File: src/core/fspc_pkg.sv
package fspc_pkg;

    localparam logic [7:0] FSPC_CSR_OFFSET = 8'h37;

    // Control/status bit positions.
    localparam int FSPC_BIT_IRQ_EN  = 7;
    localparam int FSPC_BIT_BUSY    = 6;
    localparam int FSPC_BIT_RESV    = 5;
    localparam int FSPC_BIT_REEN    = 4;
    localparam int FSPC_BIT_LOCKSET = 3;
    localparam int FSPC_BIT_PAGE_WRITE_CMD   = 2;
    localparam int FSPC_BIT_PAGE_ERASE_CMD   = 1;
    localparam int FSPC_BIT_STORE_PROG_ENABLE   = 0;

    localparam logic [7:0] FSPC_CSR_RESET = 8'h00;

    // Legal patterns of the five command bits.
    localparam logic [4:0] FSPC_CMD_REEN    = 5'h11;
    localparam logic [4:0] FSPC_CMD_LOCKSET = 5'h09;
    localparam logic [4:0] FSPC_CMD_PAGE_WRITE_CMD   = 5'h05;
    localparam logic [4:0] FSPC_CMD_PAGE_ERASE_CMD   = 5'h03;
    localparam logic [4:0] FSPC_CMD_LOAD    = 5'h01;

    localparam logic [2:0] FSPC_ARM_CYCLES = 3'h4;
    localparam logic [2:0] FSPC_LPM_CYCLES = 3'h3;

    localparam logic [5:0] FSPC_LOCK_RESET = 6'h3F;
    localparam logic [1:0] FSPC_LOCK_UNUSED = 2'h3;

    // First page of the no-read-while-write section.
    localparam logic [7:0] FSPC_NO_READ_WHILE_WRITE_SECTION_FIRST_PAGE = 8'hE0;
    localparam logic [7:0] FSPC_BOOT_MIN_PAGES  = 8'h04;

    localparam int FSPC_CLK_PERIOD_NS  = 25;
    localparam int FSPC_PROG_MIN_NS    = 3700000;
    localparam int FSPC_PROG_MAX_NS    = 4500000;
    localparam int FSPC_PROG_CYCLES    =
        (FSPC_PROG_MIN_NS + FSPC_CLK_PERIOD_NS - 1) / FSPC_CLK_PERIOD_NS;
    localparam int FSPC_PROG_MAX_CYCLES = FSPC_PROG_MAX_NS / FSPC_CLK_PERIOD_NS;

    typedef enum logic [0:0] {FSPC_IDLE, FSPC_BUSY} fspc_op_t;

    typedef struct packed {
        logic        spm;
        logic        lpm;
        logic [15:0] z;
        logic [7:0]  r0;
        logic [7:0]  r1;
        logic        global_irq;
        logic        exec_in_boot;
        logic        vectors_in_boot;
    } fspc_cpu_req_t;

    typedef struct packed {
        logic        buf_load;
        logic        buf_clear;
        logic        page_erase;
        logic        page_write;
        logic [7:0]  page_sel;
        logic [5:0]  word_sel;
        logic [15:0] data;
    } fspc_flash_cmd_t;

    typedef struct packed {
        logic ext_prog_block;
        logic ext_verify_block;
        logic fuse_locked;
        logic boot_lock_locked;
        logic app_spm_block;
        logic app_lpm_block;
        logic boot_spm_block;
        logic boot_lpm_block;
        logic irq_block;
    } fspc_protect_t;

endpackage

File: src/core/fspc_ctrl.sv
// Summary of operation
// - Ready interrupt requested while its enable, global enable set and enable bit clear.
// - Erase or write into read-while-write section sets busy and blocks that section.
// - Busy clears on re-enable after the operation, or when a buffer load starts.
// - Bit 5 reads zero and ignores writes.
// - Re-enable plus enable arms; store within four cycles unblocks; refused while a timed operation runs.
// - Re-enable written during buffer fill aborts the fill and discards the data.
// - Lock-set plus enable; store within four cycles programs lock bits from R0.
// - Lock-set clears when the lock write ends or the window lapses.
// - Load within three cycles of lock-set returns lock or fuse byte by Z bit 0.
// - Page-write plus enable; store within four cycles writes buffer to Z page.
// - Page-write clears when the write ends or the window lapses.
// - Page-erase plus enable; store within four cycles erases Z page.
// - Page-erase clears when the erase ends or the window lapses.
// - Erase or write in no-read-while-write section stalls the CPU throughout.
// - Enable permits a store only in the following four cycles.
// - Enable alone: store loads R1:R0 into buffer word Z[6:1].
// - Enable clears after the store or window lapse; stays set during erase/write.
// - Only five command patterns arm; any other pattern does nothing.
// - Six lock bits, one when unprogrammed, upper two bits read one.
// - Lock bits return to one only by chip erase or reset.
// - General lock modes 2 and 3 restrict external programming, verification and locks.
// - Application lock modes gate stores, boot-side loads and interrupts.
// - Page from Z[14:7], word from Z[6:1].
// - Erase, write and lock write take between 3.7 ms and 4.5 ms.
//
// The address-and-strobe port is this design's own decision.
`timescale 1ns/1ps

module fspc_ctrl
    import fspc_pkg::*;
#(
    parameter int PROG_CYCLES = fspc_pkg::FSPC_PROG_CYCLES
)
(
    input  wire logic                      clk_sys,
    input  wire logic                      rst_b,
    input  wire logic [7:0]                reg_addr,
    input  wire logic [7:0]                reg_wdata,
    input  wire logic                      reg_wr,
    input  wire logic                      reg_rd,
    output logic [7:0]                     reg_rdata,
    input  wire fspc_pkg::fspc_cpu_req_t   cpu_req,
    input  wire logic [7:0]                fuse_bits,
    input  wire logic [1:0]                boot_size,
    input  wire logic                      chip_erase,
    output logic [7:0]                     lpm_data,
    output logic                           lpm_valid,
    output fspc_pkg::fspc_flash_cmd_t      flash_cmd,
    output logic                           rww_access_block,
    output logic                           cpu_stall,
    output logic                           spm_ready_irq,
    output logic [7:0]                     lock_byte,
    output fspc_pkg::fspc_protect_t        protect
);
    import fspc_pkg::*;

    typedef struct packed {
        logic            irq_en;
        logic            busy;
        logic [4:0]      cmd;
        logic            armed;
        logic [2:0]      arm_cnt;
        fspc_op_t        op;
        logic [17:0]     op_cnt;
        logic            op_no_read_while_write_section;
        logic            op_lock;
        logic [5:0]      lock_pend;
        logic            filling;
        logic [5:0]      lock;
        logic [7:0]      rdata;
        logic [7:0]      lpm_data;
        logic            lpm_valid;
        fspc_flash_cmd_t fcmd;
        logic            stall;
        logic            irq;
        fspc_protect_t   prot;
    } fspc_state_t;

    localparam logic [17:0] OP_LAST = 18'(PROG_CYCLES - 1);

    fspc_state_t st_reg;
    fspc_state_t st_next;

    function automatic logic cmd_legal(input logic [4:0] c);
        cmd_legal = (c == FSPC_CMD_REEN) || (c == FSPC_CMD_LOCKSET) ||
                    (c == FSPC_CMD_PAGE_WRITE_CMD) || (c == FSPC_CMD_PAGE_ERASE_CMD) ||
                    (c == FSPC_CMD_LOAD);
    endfunction

    // Lock pair in modes 3 or 4 (high bit programmed) forbids cross-section reads.
    function automatic logic lpm_locked(input logic hi);
        lpm_locked = (hi == 1'b0);
    endfunction

    logic [7:0] boot_first_page;
    logic [7:0] z_page;
    logic       page_in_boot;
    logic       spm_ok;
    logic       lpm_ok;
    logic       spm_blocked;

    always_comb
    begin
        boot_first_page = 8'h00 - (FSPC_BOOT_MIN_PAGES << (~boot_size));
        z_page          = cpu_req.z[14:7];
        page_in_boot    = (z_page >= boot_first_page);
        spm_ok          = st_reg.armed && cpu_req.spm && (st_reg.arm_cnt < FSPC_ARM_CYCLES);
        lpm_ok          = st_reg.armed && cpu_req.lpm && (st_reg.cmd == FSPC_CMD_LOCKSET) &&
                          (st_reg.arm_cnt < FSPC_LPM_CYCLES);
        spm_blocked     = page_in_boot ? (st_reg.lock[4] == 1'b0)
                                       : (st_reg.lock[2] == 1'b0);
    end

    always_comb
    begin
        st_next = st_reg;
        st_next.rdata     = 8'h00;
        st_next.lpm_valid = 1'b0;
        st_next.fcmd.buf_load   = 1'b0;
        st_next.fcmd.buf_clear  = 1'b0;
        st_next.fcmd.page_erase = 1'b0;
        st_next.fcmd.page_write = 1'b0;

        if (st_reg.armed)
        begin
            st_next.arm_cnt = st_reg.arm_cnt + 3'h1;
            if (st_reg.arm_cnt == FSPC_ARM_CYCLES - 3'h1)
            begin
                st_next.armed = 1'b0;
                st_next.cmd   = 5'h00;
            end
        end

        if (lpm_ok)
        begin
            st_next.lpm_valid = 1'b1;
            st_next.lpm_data  = cpu_req.z[0] ? fuse_bits
                                             : {FSPC_LOCK_UNUSED, st_reg.lock};
        end

        if (spm_ok)
        begin
            st_next.armed = 1'b0;
            st_next.cmd   = 5'h00;
            case (st_reg.cmd)
                FSPC_CMD_REEN:
                begin
                    st_next.busy = 1'b0;
                end
                FSPC_CMD_LOCKSET:
                begin
                    st_next.cmd       = st_reg.cmd;
                    st_next.op        = FSPC_BUSY;
                    st_next.op_cnt    = 18'h00000;
                    st_next.op_lock   = 1'b1;
                    st_next.op_no_read_while_write_section   = 1'b0;
                    st_next.lock_pend = st_reg.lock & cpu_req.r0[5:0];
                end
                FSPC_CMD_PAGE_WRITE_CMD,
                FSPC_CMD_PAGE_ERASE_CMD:
                begin
                    if (!spm_blocked)
                    begin
                        st_next.cmd     = st_reg.cmd;
                        st_next.op      = FSPC_BUSY;
                        st_next.op_cnt  = 18'h00000;
                        st_next.op_lock = 1'b0;
                        st_next.op_no_read_while_write_section = (z_page >= FSPC_NO_READ_WHILE_WRITE_SECTION_FIRST_PAGE);
                        st_next.stall   = (z_page >= FSPC_NO_READ_WHILE_WRITE_SECTION_FIRST_PAGE);
                        if (z_page < FSPC_NO_READ_WHILE_WRITE_SECTION_FIRST_PAGE)
                        begin
                            st_next.busy = 1'b1;
                        end
                        st_next.fcmd.page_sel = z_page;
                        if (st_reg.cmd == FSPC_CMD_PAGE_WRITE_CMD)
                        begin
                            st_next.fcmd.page_write = 1'b1;
                            st_next.filling         = 1'b0;
                        end
                        else
                        begin
                            st_next.fcmd.page_erase = 1'b1;
                        end
                    end
                end
                FSPC_CMD_LOAD:
                begin
                    st_next.busy          = 1'b0;
                    st_next.filling       = 1'b1;
                    st_next.fcmd.buf_load = 1'b1;
                    st_next.fcmd.word_sel = cpu_req.z[6:1];
                    st_next.fcmd.data     = {cpu_req.r1, cpu_req.r0};
                end
                default:
                begin
                    st_next.cmd = 5'h00;
                end
            endcase
        end

        case (st_reg.op)
            FSPC_IDLE:
            begin
                st_next.stall = st_next.stall;
            end
            FSPC_BUSY:
            begin
                st_next.op_cnt = st_reg.op_cnt + 18'h00001;
                if (st_reg.op_cnt == OP_LAST)
                begin
                    st_next.op    = FSPC_IDLE;
                    st_next.cmd   = 5'h00;
                    st_next.stall = 1'b0;
                    if (st_reg.op_lock)
                    begin
                        st_next.lock = st_reg.lock_pend;
                    end
                end
            end
            default:
            begin
                st_next.op = FSPC_IDLE;
            end
        endcase

        if (reg_wr && (reg_addr == FSPC_CSR_OFFSET))
        begin
            st_next.irq_en = reg_wdata[FSPC_BIT_IRQ_EN];
            // Command writes are ignored while a timed operation owns the bits.
            if ((st_reg.op == FSPC_IDLE) && cmd_legal(reg_wdata[4:0]))
            begin
                st_next.cmd     = reg_wdata[4:0];
                st_next.armed   = 1'b1;
                st_next.arm_cnt = 3'h0;
                if ((reg_wdata[4:0] == FSPC_CMD_REEN) && st_reg.filling)
                begin
                    // A buffer load landing in the same cycle keeps the fill open.
                    st_next.filling        = st_next.fcmd.buf_load;
                    st_next.fcmd.buf_clear = 1'b1;
                end
            end
        end

        if (reg_rd)
        begin
            if (reg_addr == FSPC_CSR_OFFSET)
            begin
                st_next.rdata = {st_reg.irq_en, st_reg.busy, 1'b0, st_reg.cmd};
            end
        end

        if (chip_erase)
        begin
            st_next.lock = FSPC_LOCK_RESET;
        end

        st_next.irq = st_reg.irq_en && cpu_req.global_irq && !st_reg.cmd[0];

        st_next.prot.ext_prog_block   = !st_reg.lock[0];
        st_next.prot.fuse_locked      = !st_reg.lock[0];
        st_next.prot.ext_verify_block = !st_reg.lock[0] && !st_reg.lock[1];
        st_next.prot.boot_lock_locked = !st_reg.lock[0] && !st_reg.lock[1];
        st_next.prot.app_spm_block    = !st_reg.lock[2];
        st_next.prot.app_lpm_block    = lpm_locked(st_reg.lock[3]);
        st_next.prot.boot_spm_block   = !st_reg.lock[4];
        st_next.prot.boot_lpm_block   = lpm_locked(st_reg.lock[5]);
        st_next.prot.irq_block        =
            (!cpu_req.exec_in_boot && cpu_req.vectors_in_boot &&
             lpm_locked(st_reg.lock[3])) ||
            (cpu_req.exec_in_boot && !cpu_req.vectors_in_boot &&
             lpm_locked(st_reg.lock[5]));
    end

    always_ff @(posedge clk_sys or negedge rst_b)
    begin
        if (!rst_b)
        begin
            st_reg           <= '0;
            st_reg.irq_en    <= FSPC_CSR_RESET[FSPC_BIT_IRQ_EN];
            st_reg.op        <= FSPC_IDLE;
            st_reg.lock      <= FSPC_LOCK_RESET;
            st_reg.lock_pend <= FSPC_LOCK_RESET;
        end
        else
        begin
            st_reg <= st_next;
        end
    end

    assign reg_rdata        = st_reg.rdata;
    assign lpm_data         = st_reg.lpm_data;
    assign lpm_valid        = st_reg.lpm_valid;
    assign flash_cmd        = st_reg.fcmd;
    assign rww_access_block = st_reg.busy;
    assign cpu_stall        = st_reg.stall;
    assign spm_ready_irq    = st_reg.irq;
    assign lock_byte        = {FSPC_LOCK_UNUSED, st_reg.lock};
    assign protect          = st_reg.prot;

endmodule // fspc_ctrl

File: config.mk
export PLATFORM = sky130hd
export DESIGN_NAME = fspc_ctrl
export DESIGN_NICKNAME = d
export VERILOG_FILES = /design/src/core/fspc_pkg.sv /design/src/core/fspc_ctrl.sv
export SDC_FILE = /design/constraint.sdc
export NUM_CORES = 1
export LEC_CHECK = 0
export ABC_CLOCK_PERIOD_IN_PS = 4100
export BUFFER_PORTS_ARGS = -buffer_cell sky130_fd_sc_hd__buf_2
export CAP_MARGIN = 20
export CORE_ASPECT_RATIO = 0.7
export CORE_UTILIZATION = 50
export CTS_CLUSTER_DIAMETER = 40
export CTS_CLUSTER_SIZE = 24
export DETAILED_ROUTE_END_ITERATION = 10
export GPL_ROUTABILITY_DRIVEN = 0
export GPL_TIMING_DRIVEN = 1
export PLACE_DENSITY = 0.77
export RECOVER_POWER = 50
export SKIP_LAST_GASP = 1
export SYNTH_ARGS = -nofsm -noshare
export SYNTH_HDL_FRONTEND = slang
export SYNTH_SLANG_ARGS = --single-unit
File: constraint.sdc
create_clock -name clk_sys -period 4.1 [get_ports clk_sys]
set_input_delay 0.41 -clock clk_sys [delete_from_list [all_inputs] [get_ports clk_sys]]
set_output_delay 0.41 -clock clk_sys [all_outputs]
set_load 0.005 [all_outputs]
# == Yosys cells after proc, flatten, opt, wreduce, memory -nomap -nowiden ==
# Index checks and enable logic that the tools add are counted.
# word_totals
regBits,105
inputBits,68
output_inout_bits,71
elab_cells,154
# classes
add_sub_neg,3
magnitude_cmp,5
n_eq_ne,16
shifts,1
n_mux,47
bitwise,8
reduce_logical,43
# op_table
operator,n
two-way mux 6 bit,8
one-hot mux 21 bit (2 select lines),1
two-way mux 33 bit,1
two-way mux 28 bit,1
two-way mux 9 bit,3
two-way mux 8 bit,3
two-way mux 22 bit,1
two-way mux 21 bit,1
two-way mux 10 bit,2
two-way mux 1 bit,19
two-way mux 19 bit,1
adder 18 x 1 -> 18 bit (second input constant),1
equality test 18 bit (second input constant),1
logical AND 1 bit,15
AND reduction 3 bit,4
nonzero test 2 bit,6
equality test 5 x 1 -> 1 bit (second input constant),2
equality test 5 x 2 -> 1 bit (second input constant),2
equality test 5 x 3 -> 1 bit (second input constant),2
equality test 5 x 4 -> 1 bit (second input constant),2
equality test 5 bit (second input constant),2
two-way mux 5 bit,2
one-hot mux 5 bit (2 select lines),1
equality test 8 x 6 -> 1 bit (second input constant),1
other kinds (21),41

# == Depth between registers and ports, before layout ==
# Gate-level depths: netlist of run 1.
# logic_depth
word_depth,12
mapped_depth,10
mapped_depth_nobuf,9

# == Worst setup path before layout of run 1 ==
# OpenSTA, ideal clock, no wires.
# synth_timing
path_type,input -> register
start,input port boot_size[0]
end,"register st_reg, in the netlist flash_cmd[27]"
setup_time_ns,0.128
arrival_ns,2.504
required_ns,3.972
slack_ns,1.469
stages,10
n_path_buf,1
path_cell_list,nand2b_1 ha_1 inv_1 ha_1 o21ai_0 a211oi_1 o311ai_1 a21oi_2 buf_2 mux2_1
# synth_between
elab_chain_len,7
# synth_rtl
element,line,source
start: declaration,fspc_ctrl.sv:45,"input wire logic [1:0] boot_size,"
inverter 2 bit,fspc_ctrl.sv:105,boot_first_page = 8'h00 - (FSPC_BOOT_MIN_PAGES << (~boot_size));
left shift 3 x 2 -> 8 bit,fspc_ctrl.sv:105,
subtractor 1 x 8 -> 8 bit,fspc_ctrl.sv:105,
>= comparator 8 bit,fspc_ctrl.sv:107,page_in_boot = (z_page >= boot_first_page);
two-way mux 1 bit,fspc_ctrl.sv:111,spm_blocked = page_in_boot ? (st_reg.lock[4] == 1'b0)
inverter 1 bit (no line),n/a,
AND reduction 3 bit (no line),n/a,
end signal: assignment,fspc_ctrl.sv:287,st_reg <= st_next;
end: declaration,fspc_ctrl.sv:82,fspc_state_t st_reg;
# Every way passes these cells.
# A chain may end at the register's enable or synchronous reset.

# == Final worst setup path of run 1 ==
# layout_timing
start,input port boot_size[0]
end,"register st_reg, in the netlist flash_cmd[28]"
# The elaborated chain is that of the path after synthesis.

==> impl_metrics.toml, run 1 <==
[critical_path]
worstSetupEndpoint = "flash_cmd[28]"
worstSetupEndpointType = "flip-flop"
regToRegEndpoint = "st_reg[102]"
arrival_ps = 2970
ff2ff_setup_slack_ps = 1660
setup.worst_path.start = "boot_size[0]"
rr_startpoint = "st_reg[95]"
critPathRequiredTime_ps = 4320
start_kind = "primary input"
cp_max_fo = 15
reg2reg_depth = 5
worstSetupPathType = "in -> reg"

[cts]
cts_resized = 0
clock_latency_ps = 350
cts-htree-levels = 3
cts_tree = "done"
cts_root_buf = "clkbuf_16"
path_clk_slew_ps = 70
hold_buffers = 0
cts_buffers = 9
cts.path.max_buffers = 2
postCtsSetupBuffers = 0
cts.sinks = 103

[drt]
dr_total_vias = 3506
ant_nets = 0
dr.pass1.iters = 4
avgViaCountPerCell = 5.241
drc = 0
drtIter0Drc = 184
wl_per_cell_um = 14.64
wirelength_mm = 9.791

[cells_and_area]
layout.area.seq_um2 = 2592
fin_nets = 612
stdcell_count = 669
largest_register_ffs = 37
nFillCells = 842
area_growth_syn_to_layout_pct = 11.51
multi_input_area_um2 = 1821
diodes = 0
layout_common_cells = "buf_2, dfrtp_1, nor2_1"
final_common_cell = "buf_2"
final_layout_size_suffix_gt1_frac = 0.2643

[power_and_ir_drop]
p_leak_nw = 2.922
max-vdd-ir-drop_mv = 0.1806
power_density_nw_per_um2 = 367.0
finalPower_mw = 2.059

[job]
cap_violations = 1

[logic_synthesis]
synthFlopType = "dfrtp_1"
yosysUniqueCellTypes = 51
yosysSeqAreaShare = 0.5153
synthCells = 468
syn_area_per_cell_um2 = 10.75
yosys_warnings = 0
synth_edf_count = 0
syn_area_um2 = 5031
synth_seq_cells = 103
async_reset_ff_frac = 1.000

[floorplanning]
die_w_um = 121.9
ioPinCount = 139
initial_utilization = 0.5175
core_um2 = 9722
die-area_um2 = 10470
die_h_um = 85.93
rows = 30

[global_route]
grt_overflow = 0
grt.met1_usage = 0.2711
grt.met3_usage = 0.05519
antenna_found_initial = 0
grt_pass1_vias = 3185
grt_max_degree = 71
grt_pass1_wl_mm = 15.70
gr-usage-met2 = 0.3020
grt_usage = 0.1960
busiest_layer = "met2"

[sta]
hold_ws_ps = 279.2
drv_slew = 71
finalSetupViolCount = 0
max-slew-margin-rel = -0.1218
hold_viol_final = 0
min_period_over_period = 0.6700
finalCriticalPeriod_ps = 2747
setup_tns_ps = 0
max_freq_ghz = 0.3640
rsz0062_at_grt = "no"
worst_slew_pin_slew_ps = 1683
finClkSkew_ps = 9.184

[worst_hold_path]
worst_hold_path_type = "in -> reg"

[run_status]
status = "finished with violations"
violations = "capacitance limit, slew limit"

[placement]
port_buffers = 132
place.detailed.hpwl_mm = 7.143
place_inst = 653
==> synth_stat cells, drive strengths merged, types with 6 or more instances <==
library cell	count	area share
dfstp	12	0.063
a21oi	11	0.012
nor3	6	0.0060
mux2	31	0.069
o21ai	11	0.011
buf	75	0.11
a211oi	6	0.0099
a211o	9	0.016
xor2	7	0.012
nand3	20	0.020
nand2	25	0.019
dfrtp	91	0.45
ha	8	0.020
and3	20	0.025
mux2i	11	0.022
nor2	45	0.034
inv	18	0.013
==> worst min-delay path by stage <==
stage	slack, ps	cells past startpoint	startpoint	to
global placement	460	1	lock_byte[3]	protect[3]
floorplan	110	0	rst_b	cpu_stall
CTS	210	1	rst_b	lpm_data[6]
finish	280	2	cpu_req[0]	protect[0]
global route	270	2	reg_wdata[1]	flash_cmd[32]
detailed placement	460	1	lock_byte[3]	protect[3]
==> area by class of cell <==
cell class              instances  area share
clock buffers                  10     0.04260
clock inverters                 6     0.01383
inverters                      18     0.01204
multi-input cells             269      0.3245
flip-flops and latches        103      0.4621
well taps                     128     0.02855
repair buffers                135      0.1164
==> critical path: stages <==
cell,delay [ps]
buf_2,110
nand2b_1,150
ha_1,280
inv_1,40
ha_1,250
o21ai_0,70
a211oi_1,350
o311ai_1,220
a21oi_2,700
mux2_1,380
==> per-stage QoR <==
stage,util,cell area [um^2],setup slack (ps)
after detailed placement,0.5479,5326,989.8
final,0.5771,5610,1353
after floorplan,-,5039,1469
after global placement,0.5479,5326,1054
after CTS,0.5804,5643,1348
after global routing,0.5771,5610,1090
==> cell families (layout without fill, tap and decap cells) <==
kind of cell	Yosys count	in the layout	synth area share
adder cells (fa/ha/maj)	8	8	0.01990
flip-flops	103	103	0.5153
XOR/XNOR	11	11	0.01915
AND/OR/NAND/NOR	149	149	0.1520
other	2	4	0.001493
AO/OA/AOI/OAI	55	55	0.07610
buffers and inverters	98	169	0.1248
multiplexers	42	42	0.09127
==> where the power goes <==
part | internal, mW | total (mW) | switching (mW) | leakage (nW)
Combinational | 0.0565 | 0.125 | 0.0687 | 1.50
Clock | 0.500 | 0.887 | 0.387 | 0.153
Sequential | 1.03 | 1.05 | 0.0154 | 1.27
==> layer usage <==
metal / vias up / share of wire
met5: - / 0
met1: 1709 / 0.46
li1: 1689 / -
met3: 8 / 0.063
met2: 100 / 0.46
met4: 0 / 0.0089
(Power assumes the default switching activity.)
==> run 2, diff against run 1 <==
--- a/config.mk
+++ b/config.mk
@@ -5,17 +5,18 @@
 export SDC_FILE = /design/constraint.sdc
 export NUM_CORES = 1
 export LEC_CHECK = 0
-export ABC_CLOCK_PERIOD_IN_PS = 4100
+export ABC_AREA = 1
+export ABC_CLOCK_PERIOD_IN_PS = 2500
 export BUFFER_PORTS_ARGS = -buffer_cell sky130_fd_sc_hd__buf_2
 export CAP_MARGIN = 20
 export CORE_ASPECT_RATIO = 0.7
-export CORE_UTILIZATION = 50
+export CORE_UTILIZATION = 48
 export CTS_CLUSTER_DIAMETER = 40
 export CTS_CLUSTER_SIZE = 24
 export DETAILED_ROUTE_END_ITERATION = 10
 export GPL_ROUTABILITY_DRIVEN = 0
 export GPL_TIMING_DRIVEN = 1
-export PLACE_DENSITY = 0.77
+export PLACE_DENSITY = 0.76
 export RECOVER_POWER = 50
 export SKIP_LAST_GASP = 1
 export SYNTH_ARGS = -nofsm -noshare
==> constraint.sdc (replaced) <==
create_clock -name clk_sys -period 2.5 [get_ports clk_sys]
set_input_delay 0.25 -clock clk_sys [delete_from_list [all_inputs] [get_ports clk_sys]]
set_output_delay 0.25 -clock clk_sys [all_outputs]
set_load 0.005 [all_outputs]
==> run 2 against run 1 <==
Compared with the run above:
- the flow now finishes without violations
- sequential share of layout area fell by 2.6 points
- die area rose by 10%
- design area rose by 6.0%
- synthesized cell count rose by 35%
- area after synthesis rose by 6.2%
- global-route usage rose by 1.4 points
- register-to-register slack got worse by 1100 ps
- clock skew fell by 0.85 ps
- non-clock buffer count rose by 4
- combinational power rose by 130%
- critical path type is now in -> async
==> impl_metrics.toml, run 2 <==
[floorplanning]
initial_utilization = 0.5048
die_w_um = 128.1
core_um2 = 10590
die-area_um2 = 11570
ioPinCount = 139
rows = 31
die_h_um = 90.29

[logic_synthesis]
yosysMostFrequentCell = "nand2_1"
synth_fa_ha_area_frac = 0.01873
synth.largest_area_cell = "dfrtp_1"
ys_top_cells_by_count = "nand2_1, dfrtp_1, buf_4"
syn_area_um2 = 5345
yosysUniqueCellTypes = 43
async_reset_ff_frac = 1.000
yosysSeqAreaShare = 0.4850
yosys_warnings = 0
syn_area_per_cell_um2 = 8.471
synth_edf_count = 0
synth_top_family_by_area = "simple AND/OR/NAND/NOR gates"
synthFlopType = "dfrtp_1"
netlist_top_cells_area = "dfrtp_1, nand2_1, buf_4"
yosys.area_share.simple = 0.2425
synthCells = 631
synth_seq_cells = 103
synthXorXnorAreaFrac = 0.003277
netlist.area_leader.share = 0.4260
synth_compound_area_frac = 0.09434
synth_mux_area_frac = 0

[critical_path]
rr_startpoint = "st_reg[77]"
cp_max_fo = 49
reg2reg_depth = 7
critPathRequiredTime_ps = 2950
crit_cells = 3
ff2ff_setup_slack_ps = 600
critical_path_buf_inv_count = 3
start_kind = "primary input"
cp_cell_sequence = "dlygate4sd3_1 > clkbuf_2 > clkbuf_4"
worstSetupEndpointType = "asynchronous set/reset pin"
critPathSlowestCell = "clkbuf_2"
setup.worst_path.start = "rst_b"
worstSetupEndpoint = "st_reg[69]"
crit_family = "buffers and inverters"
regToRegEndpoint = "lock_byte[2]"
max_stage_delay_ps = 880
arrival_ps = 2370
worstSetupPathType = "in -> async"

[power_and_ir_drop]
p_leak_nw = 3.319
power_density_nw_per_um2 = 596.3
finalPower_mw = 3.548
max-vdd-ir-drop_mv = 0.3691

[drt]
ant_nets = 0
avgViaCountPerCell = 4.860
wirelength_mm = 11.29
wl_per_cell_um = 13.19
dr_total_vias = 4160
drc = 0
dr.pass1.iters = 4
drtIter0Drc = 246

[run_status]
status = "completed"

[cells_and_area]
multi_input_area_um2 = 1933
area_growth_syn_to_layout_pct = 11.31
diodes = 0
layout.area.seq_um2 = 2592
final_common_cell = "nand2_1"
fin_nets = 779
nFillCells = 976
design_area_um2 = 5949
final_layout_size_suffix_gt1_frac = 0.2556
layout_common_cells = "nand2_1, buf_2, dfrtp_1"
largest_register_ffs = 37

[sta]
drv_slew = 0
max_freq_ghz = 0.5199
worst_slew_pin_slew_ps = 1186
hold_viol_final = 0
finalSetupViolCount = 0
setup_tns_ps = 0
min_period_over_period = 0.7694
finClkSkew_ps = 8.336
rsz0062_at_grt = "no"
finalCriticalPeriod_ps = 1924
max-slew-margin-rel = 0.2090

[global_route]
grt_pass1_vias = 3983
grt_usage = 0.2095
grt_pass1_wl_mm = 19.02
grt_max_degree = 50
grt_overflow = 0
antenna_found_initial = 0

[cts]
cts_resized = 0
cts.sinks = 103
clock_latency_ps = 350
path_clk_slew_ps = 70
cts_root_buf = "clkbuf_16"
postCtsSetupBuffers = 0
cts.path.max_buffers = 2
cts-htree-levels = 3
cts_tree = "done"
cts_buffers = 9

[job]
cap_violations = 0

[placement]
placed_area_um2 = 5657
port_buffers = 132
place.detailed.hpwl_mm = 8.515

[worst_hold_path]
worst_hold_path_type = "in -> reg"
hold_path_depth = 3
-- run 2: cell count changes after synthesis, moves of 10 or more --
cell     before  now
and3_1       20    0
inv_1        18   51
mux2_1       27    0
mux2i_1      11    0
nand2_1      25  186
o21ai_0      10   36
o21ai_2       0   10
-- run 2: repair_timing --
| item | CTS | global route |
|---|---|---|
| endpoints found under the setup margin | 0 | 0 |
| hold buffers | 1 | 0 |
| endpoints found under the hold margin | 40 | 0 |
-- run 2: report_power, final --
group          internal (mW)  total [mW]  switching (mW)
combinational          0.117       0.287           0.170
clock                  0.888        1.52           0.637
sequential              1.70        1.74          0.0334
total                   2.71        3.55           0.840
-- run 2: per-stage QoR --
step | hold slack [ps] | util | cells | setup WS, ps
after global routing | 81.86 | 0.5619 | 856 | 238.4
after global placement | 310.0 | 0.5342 | 839 | 328.1
after CTS | 76.74 | 0.5660 | 856 | 569.9
after floorplan | -45.59 | - | 633 | 648.4
after detailed placement | 315.4 | 0.5342 | 839 | 254.3
final | 86.97 | 0.5619 | 856 | 576.4
-- run 2: kinds of logic (layout without fill, tap and decap cells) --
kind of cell,after synthesis,count (layout)
other,2,4
XOR/XNOR,2,2
AO/OA/AOI/OAI,82,82
buffers and inverters,140,215
AND/OR/NAND/NOR,294,294
adder cells (fa/ha/maj),8,8
flip-flops,103,103
-- run 2: cell type report --
cell class / instances / area share
clock buffer: 9 / 0.03785
clock inverter: 7 / 0.01703
inverter: 60 / 0.03785
multi-input combinational: 390 / 0.3249
sequential: 103 / 0.4358
tap: 148 / 0.03113
timing repair buffer: 139 / 0.1155
-- run 2: how the worst min path moves through the flow --
stage           startpoint             to
6_report       cpu_req[10]  flash_cmd[15]
5_1_grt         cpu_req[0]     protect[0]
4_1_cts        cpu_req[10]  flash_cmd[15]
3_5_place_dp         rst_b  spm_ready_irq
3_3_place_gp         rst_b  spm_ready_irq
2_1_floorplan        rst_b      cpu_stall
-- run 2: per-layer routing --
layer | share of wire | GRT usage | up-vias
li1 | - | - | 2090
met3 | 0.055 | 0.04917 | 12
met4 | 0.016 | 0.05882 | 0
met2 | 0.44 | 0.3229 | 123
met1 | 0.49 | 0.2951 | 1935
met5 | 0 | 0 | -
-- run 2: worst reg2reg max path: cells and delay by family (launching register included) --
family | cells | cell delay (ps)
flops | 1 | 510
compound gates | 2 | 280
fa+ha+maj | 1 | 270
buf+inv | 1 | 90
simple gates | 3 | 690
==> run 3, diff against run 2 <==
--- a/config.mk
+++ b/config.mk
@@ -6,7 +6,7 @@
 export NUM_CORES = 1
 export LEC_CHECK = 0
 export ABC_AREA = 1
-export ABC_CLOCK_PERIOD_IN_PS = 2500
+export ABC_CLOCK_PERIOD_IN_PS = 1600
 export BUFFER_PORTS_ARGS = -buffer_cell sky130_fd_sc_hd__buf_2
 export CAP_MARGIN = 20
 export CORE_ASPECT_RATIO = 0.7
==> constraint.sdc (replaced) <==
create_clock -name clk_sys -period 1.6 [get_ports clk_sys]
set_input_delay 0.16 -clock clk_sys [delete_from_list [all_inputs] [get_ports clk_sys]]
set_output_delay 0.16 -clock clk_sys [all_outputs]
set_load 0.005 [all_outputs]
==> run 3 against run 2 <==
Compared with the run above:
- the run now ends with setup timing left
- critical path depth is 13 higher
- final cell count is 4.4% higher
- hold slack worse by 81 ps
- design area is 9.7% higher
- combinational power is 85% higher
- sequential cell count stayed put
- non-clock buffer count is 38 higher
- wire length is 11% higher
- clock skew is 1.5 ps lower
- clock power is 51% higher
- global-route usage is 1.4 points higher
- critical endpoint is now st_reg[86]
- largest cell class unchanged
==> impl_metrics.toml, run 3 (same netlist as run 2, synthesis figures left out) <==
[cts]
clock_latency_ps = 350
cts_tree = "done"
cts.path.max_buffers = 2
cts_buffers = 9
cts-htree-levels = 3
path_clk_slew_ps = 70
cts.sinks = 103
cts_root_buf = "clkbuf_16"

[critical_path]
critPathSlowestCell = "ha_4"
crit_family = "simple AND/OR/NAND/NOR gates"
arrival_ps = 1820
start_kind = "primary input"
max_stage_delay_ps = 260
cpMostUsedCell = "nand2_2"
crit_cells = 16
regToRegEndpoint = "st_reg[86]"
rr_startpoint = "st_reg[101]"
cp_cell_sequence = "buf_12 > inv_12 > nand2_4 > ha_4 > inv_2 > ha_4 > nand2_2 > nand3b_1 > nand2_2 > nand3_2 > nand2_2 > nand2_4 > nand3_4 > nand2_8 > buf_12 > a21oi_4"
cp_max_fo = 8
reg2reg_depth = 9
critPathRequiredTime_ps = 1820
critical_path_buf_inv_count = 4
worstSetupEndpointType = "flip-flop"
ff2ff_setup_slack_ps = 20
worstSetupPathType = "in -> reg"

[sta]
hold_ws_ps = 6.072
rsz0062_at_grt = "yes"
fin_ws_ps = -0.7077
hold_viol_final = 0
drv_slew = 0
finalCriticalPeriod_ps = 1601
finClkSkew_ps = 6.865
max_freq_ghz = 0.6247
min_period_over_period = 1.000
worst_slew_pin_slew_ps = 1017
max-slew-margin-rel = 0.3218
finalSetupViolCount = 1
setup_tns_ps = -0.7077

[cells_and_area]
largest_register_ffs = 37
layout_common_cells = "nand2_1, buf_2, dfrtp_1"
design_area_um2 = 6526
stdcell_count = 894
diodes = 0
area_growth_syn_to_layout_pct = 22.10
final_layout_size_suffix_gt1_frac = 0.3539
fin_util = 0.6163
final_common_cell = "nand2_1"
fin_nets = 817

[drt]
drtIter0Drc = 343
dr.pass1.iters = 6
ant_nets = 0
wirelength_mm = 12.53
avgViaCountPerCell = 4.950
dr_total_vias = 4425
wl_per_cell_um = 14.01
drc = 0

[floorplanning]
rows = 31
ioPinCount = 139
die_w_um = 128.1
core_um2 = 10590
die_h_um = 90.29
initial_utilization = 0.5048
die-area_um2 = 11570

[worst_hold_path]
min_to = "flash_cmd[8]"
hp-start = "cpu_req[3]"
hold_path_depth = 3
worst_hold_path_type = "in -> reg"

[power_and_ir_drop]
finalPower_mw = 5.526
power_density_nw_per_um2 = 846.7
max-vdd-ir-drop_mv = 0.6094
p_leak_nw = 3.630

[global_route]
grt_pass1_wl_mm = 20.27
grt_usage = 0.2233
grt_overflow = 0
grt_pass1_vias = 4296
antenna_found_initial = 0
grt_max_degree = 39

[run_status]
status = "finished with violations"
violations = "setup timing"

[placement]
place_inst = 867
placed_area_um2 = 5952
place.detailed.hpwl_mm = 9.242
port_buffers = 132
pre_cts_ws_ps = -487.4

[job]
cap_violations = 0
run 3: final cells by class:
type                            count  area, um^2
Multi-Input combinational cell    390        2095
Timing Repair Buffer              177        1084
Fill cell                         899        4063
Inverter                           60       252.7
Sequential cell                   103        2596
Clock buffer                       10       239.0
Clock inverter                      6       75.07
Tap cell                          148       185.2
run 3: where the power goes:
| part | switching [mW] | internal, mW |
|---|---|---|
| clock network | 1.00 | 1.28 |
| registers | 0.0454 | 2.66 |
| logic | 0.295 | 0.236 |
run 3: worst register-to-register path, stage by stage, from the launching register on:
cell and delay (ps):
dfrtp_1 410, inv_1 110, nand2_2 100, nor2_4 120, nand3_2 90, nand2_2 130
nand3_4 160, nand2_8 130, buf_12 140, a21oi_4 60
run 3: what timing repair did:
item                       in CTS  in global routing
setup buffers                   0                  3
pin swaps                       3                  8
resized for setup               6                 46
hold endpoints to repair       35                  0
setup endpoints to repair      31                 66
hold buffers                    8                  0
run 3: how the worst max path moves through the flow:
| stage | slack (ps) | startpoint | end |
|---|---|---|---|
| global route | -100 | st_reg[77] | st_reg[91] |
| global placement | -410 | boot_size[0] | st_reg[79] |
| CTS | 20 | boot_size[0] | st_reg[86] |
| finish | -0.7 | boot_size[0] | st_reg[86] |
| detailed placement | -490 | boot_size[0] | st_reg[79] |
| floorplan | -120 | boot_size[0] | st_reg[86] |
run 3: layer usage:
metal	wire length [um]	track usage	up-vias	part of all wire
met5	0	0	-	0
met4	311	0.09118	0	0.025
met3	850	0.06220	26	0.068
met2	5847	0.3478	169	0.47
met1	5516	0.2940	2069	0.44
li1	-	-	2161	-
